<file path="src/rtl/srs_pkg.sv">
package srs_pkg;

    // ****************************************
    // Timing
    // ****************************************
    localparam int CLK_HZ = 10_000_000;     // Oscillator and bus clock
    localparam int CYC_PER_MS = CLK_HZ / 1000;
    localparam int QC_TIMEOUT_MS = 1000;    // Quality check timeout
    localparam int QC_TIMEOUT_CYC = QC_TIMEOUT_MS * CYC_PER_MS;
    localparam int QC_GOOD_CYC = 4096;      // Stable oscillation needed
    localparam int RST_PULSE_MIN = 2;       // Reset pulse, osc periods
    localparam int STARTUP_OSC = 196;       // Reset startup, osc periods
    localparam int WAKE_DLY_CYC = 4;        // Wake to vector fetch
    localparam int CNT_W = 24;              // Shared counter width

    // ****************************************
    // Register map
    // ****************************************
    localparam logic [7:0] ADDR_CTRL = 8'h00;  // Mode request
    localparam logic [7:0] ADDR_STAT = 8'h04;  // Status and flags
    localparam int CTRL_MODE_LSB = 0;          // Two-bit mode field
    localparam logic [1:0] MODE_STOP = 2'h1;
    localparam logic [1:0] MODE_PSTOP = 2'h2;
    localparam logic [1:0] MODE_WAIT = 2'h3;
    localparam int STAT_POR = 0;    // power_on_flag, write one clears
    localparam int STAT_SELF = 1;   // Running on self clock
    localparam int STAT_WARN = 2;   // supply_low_warning
    localparam int STAT_FULL = 3;   // Full performance regulator
    localparam int STAT_OSC = 4;    // Oscillator enabled

    // ****************************************
    // Types
    // ****************************************
    typedef struct packed {
        logic ext_rst_n;    // External reset pin
        logic osc_ok;       // Oscillation detected
        logic ext_irq;      // External interrupt pin
        logic supply_low;   // Analog supply below warning level
        logic core_uv;      // Core supply below reset level
    } srs_pins_s;

    typedef enum logic [2:0] {
        ST_RST, ST_QC, ST_RUN, ST_STOP, ST_PSTOP, ST_WAIT, ST_WAKE
    } srs_state_e;

endpackage

</file>
<file path="src/rtl/srs_top.sv">
// The placing of the registers and the AHB-Lite slave port were chosen for this implementation.
module srs_top #(
    parameter int TO_CYC = srs_pkg::QC_TIMEOUT_CYC  // Timeout cycles
) (
    input wire logic ref_clk,                   // 10 MHz clock
    input wire logic sys_rst,                   // Power-on reset
    input wire logic hsel,                      // AHB select
    input wire logic [31:0] haddr,              // AHB address
    input wire logic [1:0] htrans,              // AHB transfer type
    input wire logic hwrite,                    // AHB write
    input wire logic [2:0] hsize,               // AHB size, word only
    input wire logic [31:0] hwdata,             // AHB write data
    input wire logic hready,                    // AHB bus ready
    output logic [31:0] hrdata,                 // AHB read data
    output logic hreadyout,                     // AHB slave ready
    output logic hresp,                         // AHB response
    input wire srs_pkg::srs_pins_s pins,        // Asynchronous pins
    input wire logic int_irq,                   // Internal interrupt
    output logic int_rst,                       // Internal reset
    output logic clk_release,                   // System clocks on
    output logic osc_enable,                    // Oscillator enable
    output logic self_clock,                    // Self clock selected
    output logic rst_vec_fetch,                 // Reset vector pulse
    output logic irq_vec_fetch,                 // Irq vector pulse
    output logic full_perf,                     // Regulator mode
    output logic supply_low_warning,            // Gated warning
    output logic core_undervoltage_reset        // Monitor causing reset
);

    // ****************************************
    // Pin synchronisers
    // ****************************************
    localparam int PIN_W = $bits(srs_pkg::srs_pins_s);
    localparam logic [PIN_W-1:0] PIN_IDLE = 5'h10;  // Reset pin high
    logic [PIN_W-1:0] s1_r;     // First stage, read by s2_r only
    logic [PIN_W-1:0] s2_r;     // Second stage
    srs_pkg::srs_pins_s pin;    // Synchronised view

    // Two stages before any logic looks at a pin
    always_ff @(posedge ref_clk) begin
        if (sys_rst) begin
            s1_r <= PIN_IDLE;
            s2_r <= PIN_IDLE;
        end else begin
            s1_r <= pins;
            s2_r <= s1_r;
        end
    end
    assign pin = s2_r;

    // ****************************************
    // AHB-Lite slave
    // ****************************************
    logic acc;                  // Address phase accepted
    logic wr_r, wr_nxt;         // Write data phase pending
    logic [7:0] wa_r, wa_nxt;   // Write address
    logic [31:0] rd_r, rd_nxt;  // Read data
    logic [31:0] stat;          // Status word
    logic por_r, por_nxt;       // power_on_flag
    logic mode_wr_r, mode_wr_nxt;   // Mode request pulse
    logic [1:0] mode_r, mode_nxt;   // Requested mode

    // Zero wait states: read data is prepared in the address phase
    always_comb begin
        acc = hsel & htrans[1] & hready;
        wr_nxt = acc & hwrite;
        wa_nxt = acc ? haddr[7:0] : wa_r;
        stat = '0;
        stat[srs_pkg::STAT_POR] = por_r;
        stat[srs_pkg::STAT_SELF] = self_clock;
        stat[srs_pkg::STAT_WARN] = supply_low_warning;
        stat[srs_pkg::STAT_FULL] = full_perf;
        stat[srs_pkg::STAT_OSC] = osc_enable;
        rd_nxt = '0;
        // Unmapped and control reads return zero
        if (acc && !hwrite && haddr[7:0] == srs_pkg::ADDR_STAT) begin
            rd_nxt = stat;
        end
        por_nxt = por_r;
        mode_wr_nxt = 1'b0;
        mode_nxt = mode_r;
        if (wr_r && wa_r == srs_pkg::ADDR_CTRL) begin
            mode_wr_nxt = 1'b1;
            mode_nxt = hwdata[srs_pkg::CTRL_MODE_LSB +: 2];
        end
        // Only power-on sets the flag, so no set can be lost here
        if (wr_r && wa_r == srs_pkg::ADDR_STAT) begin
            por_nxt = por_r & ~hwdata[srs_pkg::STAT_POR];
        end
    end

    // Bus registers; power-on reset sets the flag
    always_ff @(posedge ref_clk) begin
        if (sys_rst) begin
            wr_r <= 1'b0;
            wa_r <= '0;
            rd_r <= '0;
            por_r <= 1'b1;
            mode_wr_r <= 1'b0;
            mode_r <= '0;
            hreadyout <= 1'b1;
            hresp <= 1'b0;
        end else begin
            wr_r <= wr_nxt;
            wa_r <= wa_nxt;
            rd_r <= rd_nxt;
            por_r <= por_nxt;
            mode_wr_r <= mode_wr_nxt;
            mode_r <= mode_nxt;
            hreadyout <= 1'b1;
            hresp <= 1'b0;
        end
    end
    assign hrdata = rd_r;

    // ****************************************
    // Sequencer
    // ****************************************
    srs_pkg::srs_state_e st_r, st_nxt;
    logic [srs_pkg::CNT_W-1:0] cnt_r, cnt_nxt;  // Phase counter
    logic [12:0] good_r, good_nxt;              // Stable osc count
    logic [1:0] rstl_r, rstl_nxt;               // Reset pin low count
    logic was_r, was_nxt;       // Oscillator ran before reset
    logic wake_r, wake_nxt;     // Check entered from stop
    logic self_nxt, rel_nxt, osc_nxt, irst_nxt;
    logic rvec_nxt, ivec_nxt, full_nxt, warn_nxt, cuv_nxt;
    logic ext_rst, core_rst;

    // Next state and registered outputs
    always_comb begin
        st_nxt = st_r;
        cnt_nxt = cnt_r + 1'b1;
        good_nxt = pin.osc_ok ? good_r + 1'b1 : '0;
        was_nxt = was_r;
        wake_nxt = wake_r;
        self_nxt = self_clock;
        rvec_nxt = 1'b0;
        ivec_nxt = 1'b0;
        // Low pin is qualified after the minimum width
        rstl_nxt = pin.ext_rst_n ? 2'h0 : rstl_r + 2'(rstl_r !=
            2'(srs_pkg::RST_PULSE_MIN));
        ext_rst = rstl_r == 2'(srs_pkg::RST_PULSE_MIN);
        core_rst = full_perf & pin.core_uv;
        if (ext_rst || core_rst) begin
            // Keep the oscillator if it was on without self clock, even mid-check
            st_nxt = srs_pkg::ST_RST;
            cnt_nxt = '0;
            was_nxt = osc_enable & ~self_clock;
        end else begin
            unique case (st_r)
                srs_pkg::ST_RST: begin
                    // Startup count after the source released
                    if (cnt_r == srs_pkg::CNT_W'(srs_pkg::STARTUP_OSC
                            - 1)) begin
                        cnt_nxt = '0;
                        good_nxt = '0;
                        wake_nxt = 1'b0;
                        if (was_r) begin
                            st_nxt = srs_pkg::ST_RUN;
                            rvec_nxt = 1'b1;
                        end else begin
                            st_nxt = srs_pkg::ST_QC;
                        end
                    end
                end
                srs_pkg::ST_QC: begin
                    if (good_r == 13'(srs_pkg::QC_GOOD_CYC - 1)) begin
                        st_nxt = srs_pkg::ST_RUN;
                        self_nxt = 1'b0;
                        rvec_nxt = ~wake_r;
                        ivec_nxt = wake_r;
                    end else if (cnt_r ==
                            srs_pkg::CNT_W'(TO_CYC - 1)) begin
                        st_nxt = srs_pkg::ST_RUN;
                        self_nxt = 1'b1;
                        rvec_nxt = ~wake_r;
                        ivec_nxt = wake_r;
                    end
                end
                srs_pkg::ST_RUN: begin
                    // Software requests a low power mode
                    if (mode_wr_r) begin
                        case (mode_r)
                            srs_pkg::MODE_STOP: st_nxt = srs_pkg::ST_STOP;
                            srs_pkg::MODE_PSTOP: st_nxt = srs_pkg::ST_PSTOP;
                            srs_pkg::MODE_WAIT: st_nxt = srs_pkg::ST_WAIT;
                            default: st_nxt = srs_pkg::ST_RUN;
                        endcase
                    end
                end
                srs_pkg::ST_STOP: begin
                    // Oscillator halted: only the pin can wake
                    if (pin.ext_irq) begin
                        st_nxt = srs_pkg::ST_QC;
                        cnt_nxt = '0;
                        good_nxt = '0;
                        wake_nxt = 1'b1;
                    end
                end
                srs_pkg::ST_PSTOP, srs_pkg::ST_WAIT: begin
                    if (pin.ext_irq || int_irq) begin
                        st_nxt = srs_pkg::ST_WAKE;
                        cnt_nxt = '0;
                    end
                end
                srs_pkg::ST_WAKE: begin
                    if (cnt_r == srs_pkg::CNT_W'(srs_pkg::WAKE_DLY_CYC
                            - 1)) begin
                        st_nxt = srs_pkg::ST_RUN;
                        ivec_nxt = 1'b1;
                    end
                end
            endcase
        end
        // Oscillator off only in stop, and in reset unless it was on without self clock before
        osc_nxt = (st_nxt == srs_pkg::ST_RST) ? was_nxt :
            st_nxt != srs_pkg::ST_STOP;
        irst_nxt = st_nxt == srs_pkg::ST_RST;
        rel_nxt = st_nxt == srs_pkg::ST_RUN;
        full_nxt = st_nxt != srs_pkg::ST_STOP &&
            st_nxt != srs_pkg::ST_PSTOP;
        warn_nxt = full_nxt & pin.supply_low;
        cuv_nxt = core_rst;
    end

    // Sequencer registers; power-on lands in reset with no oscillator
    always_ff @(posedge ref_clk) begin
        if (sys_rst) begin
            st_r <= srs_pkg::ST_RST;
            cnt_r <= '0;
            good_r <= '0;
            rstl_r <= '0;
            was_r <= 1'b0;
            wake_r <= 1'b0;
            int_rst <= 1'b1;
            clk_release <= 1'b0;
            osc_enable <= 1'b0;
            self_clock <= 1'b0;
            rst_vec_fetch <= 1'b0;
            irq_vec_fetch <= 1'b0;
            full_perf <= 1'b1;
            supply_low_warning <= 1'b0;
            core_undervoltage_reset <= 1'b0;
        end else begin
            st_r <= st_nxt;
            cnt_r <= cnt_nxt;
            good_r <= good_nxt;
            rstl_r <= rstl_nxt;
            was_r <= was_nxt;
            wake_r <= wake_nxt;
            int_rst <= irst_nxt;
            clk_release <= rel_nxt;
            osc_enable <= osc_nxt;
            self_clock <= self_nxt;
            rst_vec_fetch <= rvec_nxt;
            irq_vec_fetch <= ivec_nxt;
            full_perf <= full_nxt;
            supply_low_warning <= warn_nxt;
            core_undervoltage_reset <= cuv_nxt;
        end
    end
endmodule

</file>
<file path="config.mk">
export PLATFORM = sky130hd
export DESIGN_NAME = srs_top
export DESIGN_NICKNAME = d
export VERILOG_FILES = /design/src/rtl/srs_pkg.sv /design/src/rtl/srs_top.sv
export SDC_FILE = /design/constraint.sdc
export NUM_CORES = 1
export LEC_CHECK = 0
export ABC_AREA = 1
export BUFFER_PORTS_ARGS = -buffer_cell sky130_fd_sc_hd__buf_4
export CORE_MARGIN = 4
export CORE_UTILIZATION = 55
export DETAILED_ROUTE_END_ITERATION = 10
export GPL_ROUTABILITY_DRIVEN = 0
export GPL_TIMING_DRIVEN = 0
export HOLD_SLACK_MARGIN = 0.03
export PLACE_DENSITY = 0.89
export SETUP_SLACK_MARGIN = 0.02
export SLEW_MARGIN = 20
export SYNTH_ARGS = -nofsm -noshare
export SYNTH_HDL_FRONTEND = slang
export SYNTH_SLANG_ARGS = --single-unit
</file>
<file path="constraint.sdc">
create_clock -name ref_clk -period 2.8 [get_ports ref_clk]
set_clock_uncertainty 0.2 [all_clocks]
set_input_delay 0.56 -clock ref_clk [delete_from_list [all_inputs] [get_ports ref_clk]]
set_output_delay 0.56 -clock ref_clk [all_outputs]
set_load 0.01 [all_outputs]
</file>
# --- After elaboration in Yosys (flattened, before gate mapping) ---
# Index checks and enable logic that the tools add are counted.
op_classes:
  n_eq_ne: 22
  reduce_logical: 19
  mux: 37
  bitwise: 12
  n_addsub: 3
op_table:
  columns: ["cell", "count"]
  rows:
  - ["$mux W24", 3]
  - ["$pmux W24 S3", 1]
  - ["$mux W13", 4]
  - ["$pmux W13 S2", 1]
  - ["$add A24 B1 Y24 const B", 1]
  - ["$eq A24 B2 Y1 const B", 1]
  - ["$eq A24 B24 Y1 const B", 1]
  - ["$eq A24 B8 Y1 const B", 1]
  - ["$mux W3", 8]
  - ["$pmux W3 S6", 1]
  - ["$eq A8 B3 Y1 const B", 2]
  - ["$mux W1", 14]
  - ["$add A13 B1 Y13 const B", 1]
  - ["$eq A13 B12 Y1 const B", 1]
  - ["$eq A3 B2 Y1 const B", 3]
  - ["$eq A3 B3 Y1 const B", 3]
  - ["$pmux W3 S3", 1]
  - ["$logic_not A8 Y1", 1]
  - ["$reduce_or A2 Y1", 4]
  - ["$and A1 B1 Y1", 7]
  - ["$eq A2 B2 Y1 const B", 3]
  - ["$logic_not A3 Y1", 2]
  - ["$ne A2 B2 Y1 const B", 3]
  - ["$pmux W1 S2", 3]
  - ["other kinds (13)", 23]
totals:
  in_bits: 80
  regBits: 108

# --- Depth between registers and ports, before layout ---
# Gate-level depths: netlist of run 1.
logic_depth:
  depth_word: 8
  depth_mapped: 14
  mapped_depth_nobuf: 14

# --- Worst setup path before layout of run 1 ---
# OpenSTA, ideal clock, no wires.
synth_path:
  path_type: "input to register"
  startpoint: "input int_irq"
  endpoint: "register full_perf"
  path_stages: 11
  slack_ps: 870
  setup_time_ps: 123
  arrival_ps: 1607
  cell_sequence: "or2_2 -> nor3_1 -> nand2_1 -> nand2_1 -> nor2_1 -> nand2_1 -> nand3_2 -> nor2_1 -> nand2_1 -> nand2_1 -> nand2_1"
synth_via:
  elab_chain_len: 6
synth_rtl:
  columns: ["element", "line", "source"]
  rows:
  - ["start: declaration", "srs_top.sv:18", "input wire logic int_irq,"]
  - ["$logic_or A1 B1 Y1 (*)", "srs_top.sv:201", "if (pin.ext_irq || int_irq) begin"]
  - ["$mux W3 (*)", "srs_top.sv:201", null]
  - ["$pmux W3 S6 (*)", "srs_top.sv:150", "unique case (st_r)"]
  - ["$mux W3 (*)", "srs_top.sv:144", "if (ext_rst || core_rst) begin"]
  - ["$ne A3 B2 Y1 or $ne A3 B3 Y1 (tied branches)", "srs_top.sv:220, srs_top.sv:221", null]
  - ["$logic_and A1 B1 Y1 (*)", "srs_top.sv:220", "full_nxt = st_nxt != srs_pkg::ST_STOP &&"]
  - ["end signal: assignment", "srs_top.sv:257", "full_perf <= full_nxt;"]
  - ["end: declaration", "srs_top.sv:25", "output logic full_perf,"]
# Mark *: on every way between the ends. The rest lies on a longest branch, timed or not.
# A chain may end at the register's enable or synchronous reset.

# --- Final worst setup path of run 1 ---
layout_path:
  startpoint: "register cnt_r[0] in the netlist's numbering"
  endpoint: "register full_perf"
layout_via:
  elab_chain_len: 7
layout_rtl:
  columns: ["element", "line", "source"]
  rows:
  - ["start: declaration", "srs_top.sv:120", "logic [srs_pkg::CNT_W-1:0] cnt_r, cnt_nxt;"]
  - ["start signal: assignment", "srs_top.sv:246", "cnt_r <= cnt_nxt;"]
  - ["$eq A24 B24 Y1", "srs_top.sv:172", "end else if (cnt_r =="]
  - ["$mux W3", "srs_top.sv:172", null]
  - ["$mux W3", "srs_top.sv:167", "if (good_r == 13'(srs_pkg::QC_GOOD_CYC - 1)) begin"]
  - ["$pmux W3 S6 (*)", "srs_top.sv:150", null]
  - ["$mux W3 (*)", "srs_top.sv:144", null]
  - ["$ne A3 B2 Y1 or $ne A3 B3 Y1 (tied branches)", "srs_top.sv:220, srs_top.sv:221", null]
  - ["$logic_and A1 B1 Y1 (*)", "srs_top.sv:220", null]
# Marked as above.

==> results of run 1 <==
flip-flops by register name (all words and copies together) (netlist names), 2 cells and up:
signal and flops:
mode_r 2, pin 5, hrdata 5, wa_r 8, good_r 13, s1_r 5, rstl_r 2, st_r 3
cnt_r 24
power by group:
part | internal (mW) | switching [mW]
sequential | 1.22 | 0.0473
clock | 0.431 | 0.458
combinational | 0.221 | 0.331
total | 1.87 | 0.837
layout by cell type (no fill, tap or decap), types with 13 or more instances in the layout:
cell type / Yosys / layout
a21oi_1: 16 / 16
dfxtp_1: 81 / 81
inv_1: 61 / 61
o21ai_0: 13 / 13
conb_1: 2 / 29
nand2_1: 67 / 67
nor2_1: 91 / 91
nand3_1: 24 / 24
nor3_1: 13 / 13
buf_4: 32 / 66
final cells by class:
cell class	count	area, um^2
clock inverters	7	83.8
repair buffers	34	255
plain buffers	38	270
well taps	96	120
fillers	551	2260
multi-input cells	341	1810
inverters	68	255
flip-flops and latches	81	1620
clock buffers	9	124
cell families after synthesis:
group / count (synthesis) / synth area share [%]
buf+inv: 106 / 13.6
compound gates: 42 / 6.37
flops: 81 / 42.1
fa+ha+maj: 4 / 1.30
other cells: 2 / 0.195
simple gates: 249 / 32.5
xor+xnor: 17 / 3.86
metrics by stage:
| step | setup slack, ps | utilization, % |
|---|---|---|
| 6_report | 696 | 66.8 |
| 5_1_grt | 451 | 66.8 |
| 4_1_cts | 695 | 66.8 |
| 3_5_place_dp | 554 | 63.7 |
| 3_3_place_gp | 628 | 63.7 |
| 2_1_floorplan | 870 | - |
cell usage after synthesis, drive strengths merged:
cell    instances  area [um^2]
ha              4         50.1
nand3b          1         7.51
nor3           18          128
conb            2         7.51
dfxtp          81         1620
a31oi           1         6.26
clkbuf          5         18.8
o22ai           1         6.26
a21oi          18         97.6
nor3b           6         61.3
o21ai          13         65.1
or2             3         18.8
xor2           12          105
inv            68          255
nor2          105          454
xnor2           5         43.8
o311a           1         10.0
nand3          28          168
o21bai          1         7.51
nor4            2         12.5
o21a            3         22.5
nand2          74          295
buf            33          251
nand4          12          109
a211oi          2         15.0
o211ai          2         15.0
worst paths after layout:
path         startpoint         to  slack, ps  cells past startpoint
min reg2reg     s1_r[1]     pin[1]        200                      2
max            cnt_r[0]  full_perf        700                     12
min             pins[4]    s1_r[4]        190                      2
max reg2reg    cnt_r[0]  full_perf        700                     12
critical path: cells and delay by family, from the launching register on:
kind          cells  cell delay [ps]
simple gates     11             1150
flops             1              380
fa+ha+maj         1              260
routing by layer:
layer | vias to the layer above | global-route usage [%]
li1 | 1665 | -
met1 | 1421 | 21.1
met2 | 86 | 31.8
met3 | 9 | 4.76
met4 | 0 | 7.92
met5 | - | 0
==> flow_summary.ini, run 1 <==
[routing]
num_vias = 3181
top_layer = met4
routed-wl-met2_mm = 3.81
vias_per_cell = 4.72
drc = 0
drt_iter0_drc = 183
ant_nets = 0
met1_length_mm = 3.25
dr.pass1.iters = 4
wl_per_cell_um = 11.2
wl_met3_um = 381
routed_wl_mm = 7.53

[power]
power_density_nw_per_um2 = 596
peakVddDrop_uv = 317
p_leak_nw = 2.05
fin_total_pwr_mw = 2.70

[cts]
clock_latency_ps = 350
postCtsHoldBufs = 0
clk_pin_slew_ps = 90
clock_path_buffers = 2
cts.sinks = 81
htree_levels = 3
cts-root-buf = clkbuf_8
cts_buffers = 9
postCtsSetupBuffers = 0
cts_resized = 0
cts_tree = done

[worst_setup_path]
crit_path_top_delay_cell = dfxtp_1
crit_top_cell = nand2_1
cp-end-kind = flop
required_ps = 2840
start_kind = flop
slowest_delay_ps = 380
crit_type = reg2reg
cp_max_fo = 5
cp.arrival_ps = 2140
path_cells = ha_1, nand4_2, nor2_1, nand3_1, nand2_2, nand2_2, nand2_1, nand3_1, nor2_1, nand2_1, nand2_1, nand2_1

[timing]
finalSetupViolCount = 0
drv_slew = 0
finalHoldViolCount = 0
finalCritPeriodShare_pct = 75.1
clock.fmax_mhz = 475
finalSetupTns_ps = 0
fin_crit_ps = 2100
hold_slack_ps = 194
rsz0062_at_grt = no

[layout]
diodes = 0
fin_nets = 657
syn_to_final_growth_pct = 17.8
drive_gt1_share_pct = 22.7
stdcell_area_um2 = 4540
layout.cells.non_filler = 674

[worst_hold_path]
worstHoldPathType = in2reg

[logic_synthesis]
synthesis.area_um2 = 3850
syn_inst = 501
ys_seq_area_share_pct = 42.1
ys_types = 40
synth-seq-cells = 81
avgSynthCellArea_um2 = 7.69
yosys_warnings = 0

[die]
coreArea_um2 = 6790
rows = 30
start_util_pct = 56.7
die_w_um = 91.7
pin_count = 123
die_y_um = 91.7
dieArea_um2 = 8410

[placed_design]
placed_cell_area_um2 = 4330
place_hpwl_mm = 5.69
dp.cells = 658
place.port_buffers = 34

[grt]
overflow = 0
grt_antenna_before_repair = 0
grt_pass1_wl_mm = 12.6
grt_max_degree = 17
track_usage_pct = 18.3
grt_pass1_vias = 3061

[run_status]
status = finished, final reports clean

[flow_run]
cap_violations = 0
Power figures use the tool's default switching activity.
==> run 2, diff against run 1 <==
--- a/config.mk
+++ b/config.mk
@@ -5,15 +5,15 @@
 export SDC_FILE = /design/constraint.sdc
 export NUM_CORES = 1
 export LEC_CHECK = 0
-export ABC_AREA = 1
+export ABC_AREA = 0
 export BUFFER_PORTS_ARGS = -buffer_cell sky130_fd_sc_hd__buf_4
 export CORE_MARGIN = 4
-export CORE_UTILIZATION = 55
+export CORE_UTILIZATION = 50
 export DETAILED_ROUTE_END_ITERATION = 10
 export GPL_ROUTABILITY_DRIVEN = 0
 export GPL_TIMING_DRIVEN = 0
 export HOLD_SLACK_MARGIN = 0.03
-export PLACE_DENSITY = 0.89
+export PLACE_DENSITY = 0.83
 export SETUP_SLACK_MARGIN = 0.02
 export SLEW_MARGIN = 20
 export SYNTH_ARGS = -nofsm -noshare
==> constraint.sdc (replaced) <==
create_clock -name ref_clk -period 2 [get_ports ref_clk]
set_clock_uncertainty 0.2 [all_clocks]
set_input_delay 0.4 -clock ref_clk [delete_from_list [all_inputs] [get_ports ref_clk]]
set_output_delay 0.4 -clock ref_clk [all_outputs]
set_load 0.01 [all_outputs]
==> run 2 against run 1 <==
Effect of this change:
- the flow now finishes with violations (negative setup slack)
- combinational power up 77%
- routed wire length up 26%
- final area up 10%
- hold slack worse by 160 ps
- clock power up 43%
- via count up 3.6%
- sequential cell count unchanged
- sequential power up 38%
- global-route usage up 3.1 points
- first-iteration DRC count down 7.7%
- fmax down 24%
- critical path type unchanged
- largest power group unchanged
==> flow_summary.ini, run 2 <==
[power]
pwr-share-seq_pct = 43.6
intPower_mw = 2.74
clock_power_share_pct = 31.9
power_density_nw_per_um2 = 797
p_leak_nw = 1.92
power_switching_mw = 1.25
swShare_pct = 31.4
peakVddDrop_uv = 766
p_comb_share_pct = 24.5

[cts]
cts_tree = done
cts-root-buf = clkbuf_8
clock_latency_ps = 370
htree_levels = 3
clock_path_buffers = 2
cts_buffers = 9
cts.sinks = 81
clk_pin_slew_ps = 90

[layout]
drive_gt1_share_pct = 35.4
stdcell_area_um2 = 5000
largest_registers = cnt_r: 24 flops, good_r: 13 flops, wa_r: 8 flops
largest_register_ffs = 24
diodes = 0
final_cell_mix = buf_4, dfxtp_1, nand2_1
layout.cells.most_common = buf_4
fin_nets = 607
layout.cells.non_filler = 624
final_util_pct = 72.1
syn_to_final_growth_pct = 37.2
top_register = cnt_r

[logic_synthesis]
avgSynthCellArea_um2 = 8.64
synth.area.top_cells = dfxtp_1, nor2_1, buf_4
synth.most_common_cell = dfxtp_1
synth-seq-cells = 81
synth_edf_count = 0
synth_commonest_cells = dfxtp_1, nor2_1, nand2_1
synth_async_sr_flop_share_pct = 0
yosys_warnings = 0
ys_types = 56
syn_inst = 422
synthesis.area_um2 = 3650
ys_seq_area_share_pct = 44.5
yosysTopAreaCell = dfxtp_1
synthFlopType = dfxtp_1
synth_top_area_share_pct = 44.5

[placed_design]
place.port_buffers = 35
placed_cell_area_um2 = 4170
dp.cells = 580
place_hpwl_mm = 5.46

[timing]
fin_ws_ps = -762
fin_crit_ps = 2760
finalHoldViolCount = 0
relSlewSlack_pct = 34.4
drv_slew = 0
finalSetupViolCount = 49
finalCritPeriodShare_pct = 138
rsz0062_at_grt = yes
clock.fmax_mhz = 362
worst_pin_slew_ps = 976

[grt]
overflow = 0
grt_max_degree = 17
grt_pass1_wl_mm = 14.7
track_usage_pct = 21.3
grt_antenna_before_repair = 0
grt_pass1_vias = 3147

[die]
dieArea_um2 = 8720
die_w_um = 93.4
die_y_um = 93.4
rows = 30
coreArea_um2 = 6940
start_util_pct = 52.5
pin_count = 123

[routing]
ant_nets = 0
drc = 0
vias_per_cell = 5.28
drt_iter0_drc = 169
dr.pass1.iters = 5
wl_per_cell_um = 15.2
num_vias = 3296
routed_wl_mm = 9.49

[run_status]
status = finished with violations
violations = negative setup slack

[worst_setup_path]
cp-end-kind = flop
crit_type = reg2reg
required_ps = 2060
cp.arrival_ps = 2830
cp_max_fo = 5
start_kind = flop

[worst_hold_path]
worstHoldPathType = in2reg

[flow_run]
cap_violations = 0
[run 2: cell count changes after synthesis, sizes merged, moves of 6 or more]
cell and delta:
nor2 -41, nor2b +13, nor4 +6, inv -60
xnor2 +10, nand2 -33, nor3 -11, and2 +7
o21ai -7, nand3 -8
[run 2: final cells by class]
cell class                      instances  area [um^2]
Buffer                                 41          299
Clock buffer                            9          124
Clock inverter                          7         83.8
Fill cell                             491         1940
Inverter                                8         30.0
Multi-Input combinational cell        317         2160
Sequential cell                        81         1640
Tap cell                               96          120
Timing Repair Buffer                   65          549
[run 2: logic make-up after synthesis]
family	after synthesis	synth area share, %
other	2	0.206
and+or+nand+nor	203	28.6
buffers and inverters	51	8.54
adders and majority gates	4	1.37
DFF	81	44.5
xor gates and xnor gates	32	7.68
AOI/OAI and AO/OA	47	8.61
muxes	2	0.549
[run 2: critical path: stages (launching register included)]
cell	delay, ps
dfxtp_1	380
or4b_4	560
or3_4	440
buf_6	150
nor2_4	140
buf_6	130
a21boi_2	50
o211ai_1	190
buf_4	220
buf_8	150
nor2_1	40
[run 2: path summary, 6_finish.rpt]
kind / start / endpoint / slack (ps) / cells past startpoint
worst max-delay path: cnt_r[3] / cnt_r[16] / -760 / 10
worst min-delay path: pins[2] / s1_r[2] / 30 / 2
worst max register to register: cnt_r[3] / cnt_r[16] / -760 / 10
worst min register to register: s1_r[4] / pin[4] / 220 / 1
[run 2: repair_timing]
action,CTS,global route
setup buffers,23,4
endpoints found under the hold margin,1,1
endpoints found under the setup margin,49,53
cloned,3,0
pin swaps,25,31
resized for setup,56,48
hold buffers,1,1
[run 2: layer usage]
layer / GRT usage, % / part of all wire (%) / vias to the layer above
met1: 23.4 / 39 / 1564
met5: 0 / 0 / -
met2: 37.5 / 52 / 116
li1: - / - / 1580
met3: 5.15 / 5.2 / 36
met4: 11.7 / 4.1 / 0
[run 2: through the flow]
step | hold slack (ps) | TNS [ps] | total power, mW | setup slack [ps]
finish | 34.5 | -33130 | 3.99 | -762
global route | 41.4 | -35370 | 4.13 | -817
CTS | 33.2 | -31720 | 3.85 | -774
detailed placement | 198 | -37470 | 2.45 | -939
global placement | 193 | -36090 | 2.42 | -892
floorplan | 189 | -21960 | 2.26 | -660
[run 2: power groups by stage]
stage | Clock [mW] | Sequential [mW] | Combinational (mW)
after floorplan | 0 | 1.78 | 0.483
after global placement | 0 | 1.77 | 0.651
after detailed placement | 0 | 1.78 | 0.670
after CTS | 1.27 | 1.74 | 0.843
after global routing | 1.35 | 1.75 | 1.03
final | 1.27 | 1.74 | 0.978
